--- src/osc_clk_params.svh ---
// offsets, field positions, reset values and counts of the oscillator control block
`ifndef OSC_CLK_PARAMS_SVH
`define OSC_CLK_PARAMS_SVH
`define OSC_ADDR_CTRL 8'h00
`define OSC_ADDR_DIV 8'h04
`define OSC_ADDR_FBD 8'h08
`define OSC_ADDR_KEY 8'h0C
`define OSC_KEY_FIRST 16'h00A5
`define OSC_KEY_SECOND 16'h005A
`define OSC_SRC_FAST_RC 3'h0
`define OSC_SRC_FAST_RC_PLL 3'h1
`define OSC_SRC_PRIMARY 3'h2
`define OSC_SRC_PRIMARY_PLL 3'h3
`define OSC_SRC_SECONDARY 3'h4
`define OSC_SRC_LOW_POWER_RC 3'h5
`define OSC_SRC_FAST_RC_DIV16 3'h6
`define OSC_SRC_FAST_RC_DIV_N 3'h7
`define OSC_SUB_HIGH_SPEED_XTAL 2'h2
`define OSC_SUB_STD_XTAL 2'h1
`define OSC_SUB_EXT_CLOCK 2'h0
`define OSC_SWMON_SWITCH_ONLY 2'h1
`define OSC_SWMON_BOTH 2'h0
`define OSC_SWMON_DISABLE_BIT 1
`define CTRL_CLOCK_LOCK_BIT 7
`define CTRL_PIN_LOCK_BIT 6
`define CTRL_FAIL_BIT 3
`define CTRL_SEC_EN_BIT 1
`define CTRL_SWITCH_REQ_BIT 0
`define CTRL_NEXT_LSB 8
`define DIV_RECOVER_BIT 15
`define DIV_DOZE_LSB 12
`define DIV_DOZE_EN_BIT 11
`define DIV_FAST_RC_LSB 8
`define DIV_POST_LSB 6
`define DIV_PRE_LSB 0
`define FBD_LSB 0
`define DIV_DOZE_RESET 3'h3
`define DIV_FAST_RC_RESET 3'h0
`define DIV_POST_RESET 2'h1
`define DIV_PRE_RESET 5'h00
`define FBD_RESET 9'h030
`define PRE_DIV_OFFSET 6'h02
`define FBD_MULT_OFFSET 10'h002
`define POST_CODE_DIV2 2'h0
`define POST_CODE_DIV4 2'h1
`define POST_CODE_DIV8 2'h3
`define POST_DIV2 4'h2
`define POST_DIV4 4'h4
`define POST_DIV8 4'h8
`define POST_DIV_RESERVED 4'h0
`define FAST_RC_TOP_CODE 3'h7
`define FAST_RC_TOP_DIV 9'h100
`define FAST_RC_UNIT_DIV 9'h001
`define DOZE_UNIT_DIV 8'h01
`define FCY_DIV 2'h2
`define SETTLE_EDGES 4'hA
`endif

--- src/osc_clk_pkg.sv ---
// types shared by the oscillator control block
`default_nettype none
package osc_clk_pkg;
  typedef enum logic [1:0] {ST_IDLE, ST_WAIT_READY, ST_SETTLE} sw_state_t;
  typedef struct packed {
    logic [2:0] start_source;
    logic [1:0] primary_submode;
    logic [1:0] switch_monitor;
  } osc_cfg_t;
  typedef struct packed {
    logic [5:0] pre_div;
    logic [3:0] post_div;
    logic [9:0] fb_mult;
    logic [8:0] fast_rc_div;
    logic [7:0] doze_div;
    logic [1:0] fcy_div;
  } clk_div_t;
endpackage
`default_nettype wire

--- src/clk_ratio_decode.sv ---
// turns divisor codes into divide factors for the clock tree
`timescale 1ns/10ps
`default_nettype none
`include "osc_clk_params.svh"
module clk_ratio_decode (
  input wire logic [4:0] pre_code,
  input wire logic [1:0] post_code,
  input wire logic [8:0] fbd_code,
  input wire logic [2:0] fast_rc_code,
  input wire logic [2:0] doze_code,
  input wire logic doze_enable,
  output osc_clk_pkg::clk_div_t ratio
);
  wire [3:0] post_div = (post_code == `POST_CODE_DIV2) ? `POST_DIV2 :
                        (post_code == `POST_CODE_DIV4) ? `POST_DIV4 :
                        (post_code == `POST_CODE_DIV8) ? `POST_DIV8 : `POST_DIV_RESERVED;
  wire [8:0] fast_rc_div = (fast_rc_code == `FAST_RC_TOP_CODE) ? `FAST_RC_TOP_DIV :
                           9'(`FAST_RC_UNIT_DIV << fast_rc_code);
  wire [7:0] doze_div = doze_enable ? 8'(`DOZE_UNIT_DIV << doze_code) : `DOZE_UNIT_DIV;
  assign ratio.pre_div = {1'b0, pre_code} + `PRE_DIV_OFFSET;
  assign ratio.post_div = post_div;
  assign ratio.fb_mult = {1'b0, fbd_code} + `FBD_MULT_OFFSET;
  assign ratio.fast_rc_div = fast_rc_div;
  assign ratio.doze_div = doze_div;
  assign ratio.fcy_div = `FCY_DIV;
endmodule
`default_nettype wire

--- src/osc_clk_ctrl.sv ---
// oscillator source selection, clock switching and clock divisor registers on APB
//
// Our own choices: the placing of the registers and the APB register port.
`timescale 1ns/10ps
`default_nettype none
`include "osc_clk_params.svh"
module osc_clk_ctrl (
  input wire logic clk_sys,
  input wire logic rst,
  input wire logic warm_rst,
  input wire logic [2:0] start_source_cfg,
  input wire logic [1:0] primary_submode_cfg,
  input wire logic [1:0] switch_monitor_cfg,
  input wire logic pll_lock_raw,
  input wire logic osc_ready_raw,
  input wire logic new_clk_raw,
  input wire logic clk_fail_raw,
  input wire logic irq_event,
  input wire logic pps_wr_req,
  input wire logic psel,
  input wire logic penable,
  input wire logic pwrite,
  input wire logic [7:0] paddr,
  input wire logic [31:0] pwdata,
  output logic [31:0] prdata,
  output logic pready,
  output logic pslverr,
  output logic [2:0] current_source,
  output logic [2:0] target_source,
  output logic [1:0] primary_submode,
  output logic pll_enable,
  output logic secondary_osc_enable,
  output logic pps_wr_grant,
  output logic switch_busy,
  output osc_clk_pkg::clk_div_t clk_div
);
  osc_clk_pkg::osc_cfg_t cfg_reg;
  osc_clk_pkg::sw_state_t state_reg;
  osc_clk_pkg::sw_state_t state_next;
  osc_clk_pkg::clk_div_t ratio;
  logic [2:0] next_reg;
  logic clock_lock_reg;
  logic pin_lock_reg;
  logic pll_lock_reg;
  logic fail_reg;
  logic sw_req_reg;
  logic recover_reg;
  logic [2:0] doze_reg;
  logic doze_enable_reg;
  logic [2:0] fast_rc_reg;
  logic [1:0] post_reg;
  logic [4:0] pre_reg;
  logic [8:0] fbd_reg;
  logic [1:0] unlock_reg;
  logic [3:0] settle_cnt_reg;
  logic [3:0] sync_out;
  logic new_clk_prev_reg;
  logic fail_prev_reg;

  // synchronised oscillator-side levels
  osc_sync3 #(.WIDTH(4)) u_sync (
    .clk_sys(clk_sys),
    .rst(rst),
    .async_in({clk_fail_raw, new_clk_raw, osc_ready_raw, pll_lock_raw}),
    .stable_out(sync_out)
  );
  wire pll_lock_s = sync_out[0];
  wire osc_ready_s = sync_out[1];
  wire new_clk_s = sync_out[2];
  wire fail_s = sync_out[3];
  wire new_clk_rise = new_clk_s & ~new_clk_prev_reg;
  wire fail_rise = fail_s & ~fail_prev_reg;

  // configuration decode
  wire sw_enabled = ~cfg_reg.switch_monitor[`OSC_SWMON_DISABLE_BIT];
  wire lock_active = (cfg_reg.switch_monitor == `OSC_SWMON_SWITCH_ONLY) & clock_lock_reg;
  wire monitor_on = cfg_reg.switch_monitor == `OSC_SWMON_BOTH;

  // APB decode
  wire setup = psel & ~penable;
  wire wr_done = psel & penable & pready & pwrite;
  wire sel_ctrl = paddr == `OSC_ADDR_CTRL;
  wire sel_div = paddr == `OSC_ADDR_DIV;
  wire sel_fbd = paddr == `OSC_ADDR_FBD;
  wire sel_key = paddr == `OSC_ADDR_KEY;
  wire addr_hit = sel_ctrl | sel_div | sel_fbd | sel_key;
  wire [15:0] wdata = pwdata[15:0];
  wire unlocked = unlock_reg == 2'h2;
  wire ctrl_wr = wr_done & sel_ctrl & unlocked;
  wire div_wr = wr_done & sel_div;
  wire fbd_wr = wr_done & sel_fbd;
  wire key_wr = wr_done & sel_key;

  // read words; unimplemented positions are constant zero
  wire [15:0] ctrl_rd = {1'b0, current_source, 1'b0, next_reg, clock_lock_reg, pin_lock_reg,
                         pll_lock_reg, 1'b0, fail_reg, 1'b0, secondary_osc_enable, sw_req_reg};
  wire [15:0] div_rd = {recover_reg, doze_reg, doze_enable_reg, fast_rc_reg, post_reg, 1'b0, pre_reg};
  wire [15:0] fbd_rd = {7'h00, fbd_reg};
  wire [15:0] rd_word = sel_ctrl ? ctrl_rd :
                        sel_div ? div_rd :
                        sel_fbd ? fbd_rd : 16'h0000;

  // switch sequencing terms
  wire req_pending = (state_reg == osc_clk_pkg::ST_IDLE) & sw_req_reg & sw_enabled;
  wire abort_req = req_pending & (next_reg == current_source);
  wire valid_start = req_pending & (next_reg != current_source);
  wire tgt_pll = (target_source == `OSC_SRC_FAST_RC_PLL) | (target_source == `OSC_SRC_PRIMARY_PLL);
  wire cur_pll = (current_source == `OSC_SRC_FAST_RC_PLL) | (current_source == `OSC_SRC_PRIMARY_PLL);
  wire new_ready = osc_ready_s & (~tgt_pll | pll_lock_s);
  wire settle_done = (state_reg == osc_clk_pkg::ST_SETTLE) & new_clk_rise &
                     (settle_cnt_reg == `SETTLE_EDGES - 4'h1);
  wire req_set = ctrl_wr & wdata[`CTRL_SWITCH_REQ_BIT] & sw_enabled & ~lock_active;
  wire pll_in_use = cur_pll | ((state_reg != osc_clk_pkg::ST_IDLE) & tgt_pll);
  wire fail_clear = (ctrl_wr & ~wdata[`CTRL_FAIL_BIT]) | valid_start;
  wire fail_set = monitor_on & fail_rise;

  always_comb begin
    state_next = state_reg;
    case (state_reg)
      osc_clk_pkg::ST_IDLE: begin
        if (valid_start) begin
          state_next = osc_clk_pkg::ST_WAIT_READY;
        end
      end
      osc_clk_pkg::ST_WAIT_READY: begin
        if (new_ready) begin
          state_next = osc_clk_pkg::ST_SETTLE;
        end
      end
      osc_clk_pkg::ST_SETTLE: begin
        if (settle_done) begin
          state_next = osc_clk_pkg::ST_IDLE;
        end
      end
      default: begin
        state_next = osc_clk_pkg::ST_IDLE;
      end
    endcase
  end

  clk_ratio_decode u_ratio (
    .pre_code(pre_reg),
    .post_code(post_reg),
    .fbd_code(fbd_reg),
    .fast_rc_code(fast_rc_reg),
    .doze_code(doze_reg),
    .doze_enable(doze_enable_reg),
    .ratio(ratio)
  );

  // configuration is caught while power-on reset is held and kept afterwards
  always_ff @(posedge clk_sys) begin
    if (rst) begin
      cfg_reg <= '{start_source_cfg, primary_submode_cfg, switch_monitor_cfg};
    end
  end

  // APB answer: zero wait states
  always_ff @(posedge clk_sys) begin
    if (rst) begin
      pready <= 1'b0;
      pslverr <= 1'b0;
      prdata <= 32'h0000_0000;
    end else begin
      pready <= setup;
      pslverr <= setup & ~addr_hit;
      if (setup) begin
        prdata <= {16'h0000, rd_word};
      end
    end
  end

  // unlock sequencer; any other write consumes the unlock
  always_ff @(posedge clk_sys) begin
    if (rst | warm_rst) begin
      unlock_reg <= 2'h0;
    end else if (key_wr) begin
      if (wdata == `OSC_KEY_FIRST) begin
        unlock_reg <= 2'h1;
      end else if (wdata == `OSC_KEY_SECOND && unlock_reg == 2'h1) begin
        unlock_reg <= 2'h2;
      end else begin
        unlock_reg <= 2'h0;
      end
    end else if (wr_done) begin
      unlock_reg <= 2'h0;
    end
  end

  // oscillator control fields, cleared only by power-on reset
  always_ff @(posedge clk_sys) begin
    if (rst) begin
      next_reg <= start_source_cfg;
      clock_lock_reg <= 1'b0;
      pin_lock_reg <= 1'b0;
      secondary_osc_enable <= 1'b0;
    end else if (ctrl_wr) begin
      if (sw_enabled) begin
        next_reg <= wdata[`CTRL_NEXT_LSB +: 3];
      end
      clock_lock_reg <= wdata[`CTRL_CLOCK_LOCK_BIT];
      pin_lock_reg <= wdata[`CTRL_PIN_LOCK_BIT];
      secondary_osc_enable <= wdata[`CTRL_SEC_EN_BIT];
    end
  end

  // status flags; a hardware set beats a software clear
  always_ff @(posedge clk_sys) begin
    if (rst) begin
      fail_reg <= 1'b0;
      pll_lock_reg <= 1'b0;
      fail_prev_reg <= 1'b0;
      new_clk_prev_reg <= 1'b0;
    end else begin
      fail_reg <= fail_set | (fail_reg & ~fail_clear);
      pll_lock_reg <= ~valid_start & pll_in_use & pll_lock_s;
      fail_prev_reg <= fail_s;
      new_clk_prev_reg <= new_clk_s;
    end
  end

  // switch request: held at zero while switching is disabled
  always_ff @(posedge clk_sys) begin
    if (rst || !sw_enabled) begin
      sw_req_reg <= 1'b0;
    end else if (req_set) begin
      sw_req_reg <= 1'b1;
    end else if (abort_req || settle_done) begin
      sw_req_reg <= 1'b0;
    end
  end

  // switch sequencer
  always_ff @(posedge clk_sys) begin
    if (rst) begin
      state_reg <= osc_clk_pkg::ST_IDLE;
      current_source <= start_source_cfg;
      target_source <= start_source_cfg;
      settle_cnt_reg <= 4'h0;
    end else begin
      state_reg <= state_next;
      if (valid_start) begin
        target_source <= next_reg;
      end
      if (state_reg != osc_clk_pkg::ST_SETTLE) begin
        settle_cnt_reg <= 4'h0;
      end else if (new_clk_rise) begin
        settle_cnt_reg <= settle_cnt_reg + 4'h1;
      end
      if (settle_done) begin
        current_source <= target_source;
      end
    end
  end

  // clock divisor and feedback registers
  always_ff @(posedge clk_sys) begin
    if (rst) begin
      recover_reg <= 1'b0;
      doze_reg <= `DIV_DOZE_RESET;
      fast_rc_reg <= `DIV_FAST_RC_RESET;
      post_reg <= `DIV_POST_RESET;
      pre_reg <= `DIV_PRE_RESET;
      fbd_reg <= `FBD_RESET;
    end else begin
      if (div_wr) begin
        recover_reg <= wdata[`DIV_RECOVER_BIT];
        doze_reg <= wdata[`DIV_DOZE_LSB +: 3];
        fast_rc_reg <= wdata[`DIV_FAST_RC_LSB +: 3];
        post_reg <= wdata[`DIV_POST_LSB +: 2];
        pre_reg <= wdata[`DIV_PRE_LSB +: 5];
      end
      if (fbd_wr) begin
        fbd_reg <= wdata[`FBD_LSB +: 9];
      end
    end
  end

  // an interrupt with the recover bit set clears doze ahead of a software write
  always_ff @(posedge clk_sys) begin
    if (rst) begin
      doze_enable_reg <= 1'b0;
    end else if (irq_event && recover_reg) begin
      doze_enable_reg <= 1'b0;
    end else if (div_wr) begin
      doze_enable_reg <= wdata[`DIV_DOZE_EN_BIT];
    end
  end

  // registered outputs toward the clock tree
  always_ff @(posedge clk_sys) begin
    if (rst) begin
      primary_submode <= `OSC_SUB_EXT_CLOCK;
      pll_enable <= 1'b0;
      pps_wr_grant <= 1'b0;
      switch_busy <= 1'b0;
      clk_div <= '0;
    end else begin
      primary_submode <= cfg_reg.primary_submode;
      pll_enable <= pll_in_use;
      pps_wr_grant <= pps_wr_req & ~pin_lock_reg;
      switch_busy <= state_next != osc_clk_pkg::ST_IDLE;
      clk_div <= ratio;
    end
  end
endmodule
`default_nettype wire

--- src/osc_sync3.sv ---
// three-stage synchroniser that passes a bit once stages two and three agree
`timescale 1ns/10ps
`default_nettype none
module osc_sync3 #(
  parameter int WIDTH = 4
) (
  input wire logic clk_sys,
  input wire logic rst,
  input wire logic [WIDTH-1:0] async_in,
  output logic [WIDTH-1:0] stable_out
);
  logic [WIDTH-1:0] ff1_reg;
  logic [WIDTH-1:0] ff2_reg;
  logic [WIDTH-1:0] ff3_reg;
  logic [WIDTH-1:0] stable_next;
  genvar i;
  generate
    for (i = 0; i < WIDTH; i = i + 1) begin : g_bit
      assign stable_next[i] = (ff2_reg[i] == ff3_reg[i]) ? ff3_reg[i] : stable_out[i];
    end
  endgenerate
  always_ff @(posedge clk_sys) begin
    if (rst) begin
      ff1_reg <= '0;
      ff2_reg <= '0;
      ff3_reg <= '0;
      stable_out <= '0;
    end else begin
      ff1_reg <= async_in;
      ff2_reg <= ff1_reg;
      ff3_reg <= ff2_reg;
      stable_out <= stable_next;
    end
  end
endmodule
`default_nettype wire

--- config.mk ---
export PLATFORM = sky130hd
export DESIGN_NAME = osc_clk_ctrl
export DESIGN_NICKNAME = d
export VERILOG_FILES = /design/src/osc_clk_pkg.sv /design/src/clk_ratio_decode.sv /design/src/osc_clk_ctrl.sv /design/src/osc_sync3.sv
export VERILOG_INCLUDE_DIRS = /design/src
export SDC_FILE = /design/constraint.sdc
export NUM_CORES = 1
export LEC_CHECK = 0
export ABC_AREA = 1
export BUFFER_PORTS_ARGS = -buffer_cell sky130_fd_sc_hd__buf_2
export CORE_MARGIN = 10
export CORE_UTILIZATION = 45
export CTS_BUF_LIST = sky130_fd_sc_hd__clkbuf_4 sky130_fd_sc_hd__clkbuf_8
export DETAILED_ROUTE_END_ITERATION = 12
export GPL_TIMING_DRIVEN = 0
export PLACE_DENSITY = 0.73
export SETUP_SLACK_MARGIN = 0.02
export SLEW_MARGIN = 15
export SYNTH_ARGS = -nofsm -noshare
export SYNTH_HDL_FRONTEND = slang
export SYNTH_SLANG_ARGS = --single-unit
--- constraint.sdc ---
create_clock -name clk_sys -period 1.5 [get_ports clk_sys]
set_input_delay 0 -clock clk_sys [delete_from_list [all_inputs] [get_ports clk_sys]]
set_output_delay 0 -clock clk_sys [all_outputs]
set_load 0.02 [all_outputs]
Word level (Yosys, flattened, before mapping)
Cells that the tools add are included.
- add/sub/neg operators: 3
- equal/unequal tests: 26
- shift-type cells: 2
- muxes and demuxes: 26
- bitwise operators: 52
- reductions and logical operators: 22
- operator list (cell ; count):
    $mux W16 ; 2
    $and A1 B1 Y1 ; 30
    $mux W3 ; 8
    $mux W2 ; 9
    $mux W9 ; 2
    $eq A16 B7 Y1 const B ; 1
    $eq A16 B8 Y1 const B ; 1
    $eq A8 B4 Y1 const B ; 2
    $reduce_bool A2 Y1 ; 7
    $not A1 Y1 ; 12
    $add A9 B2 Y10 const B ; 1
    $or A1 B1 Y1 ; 10
    $reduce_or A2 Y1 ; 5
    $shl A1 B3 Y9 const A ; 1
    $eq A2 B1 Y1 const B ; 4
    $eq A8 B3 Y1 const B ; 1
    $logic_not A8 Y1 ; 1
    $shl A1 B3 Y8 const A ; 1
    $add A5 B2 Y6 const B ; 1
    $eq A2 B2 Y1 const B ; 3
    $eq A3 B1 Y1 const B ; 2
    $eq A3 B2 Y1 const B ; 2
    $logic_not A2 Y1 ; 3
    $pmux W2 S3 ; 1
    13 further kinds ; 21
- flip-flop bits (word level): 131
- input bits: 59
- output and inout port bits: 85
- logic and storage cells: 178

Depth between registers and ports, before layout
- depth after elaboration: 10
- mapped depth: 9
- depth with buffers taken out: 9

Hierarchy
A second synthesis with hierarchy kept.
- cell total of the unflattened synthesis: 695
- area total of the unflattened synthesis: 5387.7 um2
- modules (own cells, without submodules) (module ; times used ; cells each ; area each (um2) ; sequential area each (um2)):
    osc_clk_ctrl ; 1 ; 562 ; 4520.6 ; 2432.3
    osc_sync3 ; 1 ; 54 ; 480.5 ; 320.3
    clk_ratio_decode ; 1 ; 79 ; 386.6 ; 0.0

Worst setup path after synthesis
Ideal clock, no wire load.
- path type: register -> register
- start point: register pready
- end point: register next_reg[0], enable pin
- setup time: 0.344 ns
- data arrival time: 1.309 ns
- required time: 1.156 ns
- setup slack: -0.153 ns
- stages on the path, launching flop included: 5
- buffers on the path: 0
- period minus slack after synthesis: 1.653 ns
- path through: dfxtp_1 -> nand4_2 -> nor2_1 -> nand2_1 -> o21ai_0
- cells in the longest elaborated chain, start to end: 6
- RTL lines (element ; line ; source):
    from (decl) ; osc_clk_ctrl.sv:26 ; output logic pready,
    from (signal assigned) ; osc_clk_ctrl.sv:165 ; pready <= setup;
    $and A1 B1 Y1 (2 in a row) ; osc_clk_ctrl.sv:81 ; wire wr_done = psel & penable & pready & pwrite;
    $and A1 B1 Y1 (2 in a row) ; osc_clk_ctrl.sv:89 ; wire ctrl_wr = wr_done & sel_ctrl & unlocked;
    $reduce_bool A2 Y1 (no line) ; -- ;
    $reduce_and A2 Y1 (no line) ; -- ;
    to (signal assigned) ; osc_clk_ctrl.sv:193 ; next_reg <= start_source_cfg;
    to (signal assigned) ; osc_clk_ctrl.sv:199 ; next_reg <= wdata[`CTRL_NEXT_LSB +: 3];
    to (decl) ; osc_clk_ctrl.sv:41 ; logic [2:0] next_reg;
No other way between the ends.
A chain may end at the register's enable or synchronous reset.

Final worst setup path
- start point: register cfg_reg[1] in the netlist's numbering
- end point: register target_source[0], enable pin
- cells in the longest elaborated chain, start to end: 4
- RTL lines (element ; line ; source):
    from (decl) ; osc_clk_ctrl.sv:37 ; osc_clk_pkg::osc_cfg_t cfg_reg;
    from (signal assigned) ; osc_clk_ctrl.sv:154 ; cfg_reg <= '{start_source_cfg, primary_submode_cfg, switch_monitor_cfg};
    $not A1 Y1 ; osc_clk_ctrl.sv:75 ; wire sw_enabled = ~cfg_reg.switch_monitor[`OSC_SWMON_DISABLE_BIT];
    $and A1 B1 Y1 ; osc_clk_ctrl.sv:104 ; wire req_pending = (state_reg == osc_clk_pkg::ST_IDLE) & sw_req_reg & sw_enabled;
    $and A1 B1 Y1 ; osc_clk_ctrl.sv:106 ; wire valid_start = req_pending & (next_reg != current_source);
    $reduce_bool A2 Y1 (no line) ; -- ;
    to (signal assigned) ; osc_clk_ctrl.sv:238 ; target_source <= start_source_cfg;
    to (signal assigned) ; osc_clk_ctrl.sv:243 ; target_source <= next_reg;
    to (decl) ; osc_clk_ctrl.sv:29 ; output logic [2:0] target_source,
No other way between the ends.

==> summary.md <==
| Metric | Value |
|---|---|
| Share of synthesized area occupied by flip-flops and latches | 53.5% |
| Leading cell type in the layout, fill and taps excluded | sky130_fd_sc_hd__buf_2 |
| Total count of max-transition violations in the final report | 0 |
| Worst clock skew on the final layout | 10.8 ps |
| Net switching power figure | 1850 uW |
| Proportion of power drawn by flip-flops and latches | 50.3% |
| Number of placement rows | 38 |
| Die extent in y | 126 um |
| Drt pass-1 iters | 5 |
| Final Routed Wirelength | 15,100 um |
| Number of CTS-inserted buffers | 17 |
| Buffer levels on the longest clock path | 2 |
| Setup Viol. Count Final | 0 |
| Max reg flops | 37 |
| Worst Hold Class | in2reg |
| Status | finished clean |
| DR vias | 4,615 |
| Largest fanout on the critical path | 4 |
| Setup repair after global routing missed its margin | no |
| Data required time of the worst path | 1650 ps |
| Final setup margin | 90.0 ps |
| Switching power as a share of total power | 25.9% |
| Initial standard-cell utilization of the core | 46.4% |
| Commonest non-fill, non-tap cells in the layout | sky130_fd_sc_hd__buf_2, sky130_fd_sc_hd__dfxtp_1, sky130_fd_sc_hd__nor2_1 |
| Multiplexer fraction of the synthesized cell area | 0% |
| Post-route ant nets | 0 |
| Worst-path cell chain | nor3_1 -> nand2_1 -> nand2_1 |
| Cell type with the largest total area after synthesis | sky130_fd_sc_hd__dfxtp_1 |
| Flip-flop and latch count after synthesis | 129 |
| Synth Area in XOR/XNOR | 0.691% |
| Total number of yosys warnings | 0 |
| EDFF count, synth | 13 |
| Die width | 126 um |
| Global-route wire length before repair | 24,400 um |
| Overall power | 7160 uW |
| Count of endpoints failing hold in the final timing report | 0 |
| Crit path arrival time | 1560 ps |
| Fraction of final layout cells sized beyond drive strength 1 | 24.4% |
| Cell area after synthesis | 5070 um2 |
| Post-synth top flop | sky130_fd_sc_hd__dfxtp_1 |
| Num ports | 144 |
| Later-pin clock latency in the skew report | 450 ps |
| Last weighted congestion value of the routability-driven placer | 0.878 |
| Post-synthesis to final-layout area growth | 30.4% |
| Level count of the clock H-tree | 4 |
| Number of library cell types mapped by synthesis | 37 |
| Die Footprint | 15,900 um2 |
| Number of nets in the layout | 871 |
| Residual DRC count | 0 |
| Final critical path time including I/O delays and setup | 1410 ps |
| Max-cap check violation count | 0 |
| Highest Clock Rate | 709 MHz |
| CTS tree | built |
| Most Frequent Cell on Critical Path | sky130_fd_sc_hd__nand2_1 |
| Critical path origin | cfg_reg[1] |
| Grt ovf | 0 |
| Power density cells | 1080 nW/um2 |
| First DRT Iteration DRCs | 317 |
| Vias in the first global route | 4,694 |
| Setup TNS | 0 ps |
| Port bufs | 109 |
| Count of filler cells inserted in the layout | 1,009 |
| Launching element type of the critical path | flip-flop |
| Mapped Avg Cell Area | 8.05 um2 |
| Worst vdd ir | 0.000626 V |
| Leading cell types by total area after synthesis | sky130_fd_sc_hd__dfxtp_1, sky130_fd_sc_hd__nor2_1, sky130_fd_sc_hd__nand2_1 |
| HPWL after detailed placement | 11,200 um |
| Logic gate share of total power | 8.2% |
| Share of the synthesized area in the top cell type | 45.8% |
| Worst slack, placed | -85.6 ps |
| Compound-cell area share of the yosys netlist | 9.60% |
| Worst slew margin | 55.1% |
| Clock transition at the registers of the reported paths | 80 ps |
| Share of the clock period used by the worst path after layout | 94.0% |
| Max incr delay on CP | 510 ps |
| Fraction of the mapped netlist area in adder cells | 0.987% |
| Area fraction in and, or, nand and nor cells after synthesis | 24.8% |
| Power Internal | 5300 uW |
| Type of element capturing the critical path | flip-flop |
| Origin of the critical flop-to-flop path | cfg_reg[1] |
| Drt via density | 4.80 |
| Area of the core region | 10,900 um2 |
| WL/cell | 15.7 um |
| Actual transition at the worst max-transition pin | 673 ps |
| Worst Path Class, Setup | reg2reg |
| Buffer type at the clock tree root | sky130_fd_sc_hd__clkbuf_8 |
| Min-delay src | psel |
| Proportion of synthesized flip-flops having asynchronous set or reset | 0% |
| Total leakage power | 0.00318 uW |
| Clock power share | 41.5% |
| Number of standard cells after synthesis | 630 |
| Antenna violations before repair | 1 |
| Sink count of the clock tree | 129 |
| Global-route usage over all layers | 19.0% |
| Dominant combinational cell family by area after synthesis | simple AND/OR/NAND/NOR gates |
| Critical path's slowest cell | sky130_fd_sc_hd__edfxtp_1 |
| Maximum number of pins on one net before global-route repair | 17 |
## cell usage after synthesis (3+ instances only)
| library cell | instances |
|---|---|
| sky130_fd_sc_hd__buf_1 | 3 |
| sky130_fd_sc_hd__inv_2 | 3 |
| sky130_fd_sc_hd__nand4_1 | 5 |
| sky130_fd_sc_hd__dfxtp_1 | 116 |
| sky130_fd_sc_hd__buf_2 | 7 |
| sky130_fd_sc_hd__o211ai_1 | 5 |
| sky130_fd_sc_hd__o21ai_1 | 16 |
| sky130_fd_sc_hd__nand2_1 | 107 |
| sky130_fd_sc_hd__a21oi_1 | 41 |
| sky130_fd_sc_hd__nor3_1 | 19 |
| sky130_fd_sc_hd__clkbuf_1 | 4 |
| sky130_fd_sc_hd__nand2_2 | 6 |
| sky130_fd_sc_hd__nand3_1 | 29 |
| sky130_fd_sc_hd__edfxtp_1 | 13 |
| sky130_fd_sc_hd__inv_1 | 73 |
| sky130_fd_sc_hd__buf_4 | 20 |
| sky130_fd_sc_hd__o21ai_0 | 22 |
| sky130_fd_sc_hd__a21oi_2 | 3 |
| sky130_fd_sc_hd__nor2_4 | 4 |
| sky130_fd_sc_hd__ha_1 | 4 |
| sky130_fd_sc_hd__xnor2_1 | 3 |
| sky130_fd_sc_hd__nor2_1 | 108 |
## cell families (layout without fill, tap and decap cells)
| family | Yosys count | in the layout |
|---|---|---|
| AOI/OAI and AO/OA | 91 | 91 |
| xor gates and xnor gates | 4 | 4 |
| adders and majority gates | 4 | 4 |
| buffers and inverters | 113 | 286 |
| DFF | 129 | 129 |
| other | 1 | 20 |
| and+or+nand+nor | 288 | 288 |
## routing by layer
layer / vias to the layer above / global-route usage (%) / part of all wire, %
li1: 2334 / - / -
met1: 2121 / 22.3 / 42
met2: 140 / 32.2 / 50
met3: 20 / 5.20 / 6.6
met4: 0 / 7.30 / 1.3
met5: - / 0 / 0
## power groups by stage
stage / combinational [uW] / clock [uW] / sequential (uW)
5_1_grt: 645 / 3150 / 3610
4_1_cts: 580 / 3010 / 3600
6_report: 587 / 2970 / 3600
3_3_place_gp: 507 / 0 / 3680
3_5_place_dp: 513 / 0 / 3680
2_1_floorplan: 261 / 0 / 3720
## cell type report
type	count	area [um2]	share of cell area [%]
Sequential cell	129	2710	41.1
Buffer	36	236	3.58
Tap cell	140	175	2.65
Timing Repair Buffer	141	866	13.1
Antenna cell	1	2.50	0.0379
Clock inverter	14	154	2.33
Inverter	77	292	4.41
Clock buffer	18	241	3.65
Multi-Input combinational cell	406	1930	29.2
## final timing paths
path	end	slack, ps	depth (start not counted)
worst max-delay path	target_source[0]	90	3
worst min-delay path	sw_req_reg	40	5
worst max register to register	target_source[0]	90	3
worst min register to register	u_sync.ff2_reg[2]	410	2
## repair_timing
action                     CTS  global route
pin swaps                    1             0
hold buffers                32             0
setup buffers                0             0
hold endpoints to repair    52             0
gates resized for setup      2             5
gates cloned                 0             0
setup endpoints to repair    3            19
## through the flow
| stage | std cells | hold WS (ps) | utilization [%] | instance area (um2) |
|---|---|---|---|---|
| 2_1_floorplan | 648 | 98.9 | - | 5150 |
| 3_3_place_gp | 897 | 176 | 53.6 | 5870 |
| 3_5_place_dp | 897 | 179 | 53.6 | 5870 |
| 4_1_cts | 961 | 12.2 | 60.3 | 6590 |
| 5_1_grt | 962 | 40.4 | 60.4 | 6610 |
| 6_report | 962 | 38.9 | 60.4 | 6610 |
## critical path, delay by kind of cell, from the launching register on
kind	cells	cell delay [ps]
flip-flops	1	510
AND/OR/NAND/NOR	3	590
(Power assumes the default switching activity.)
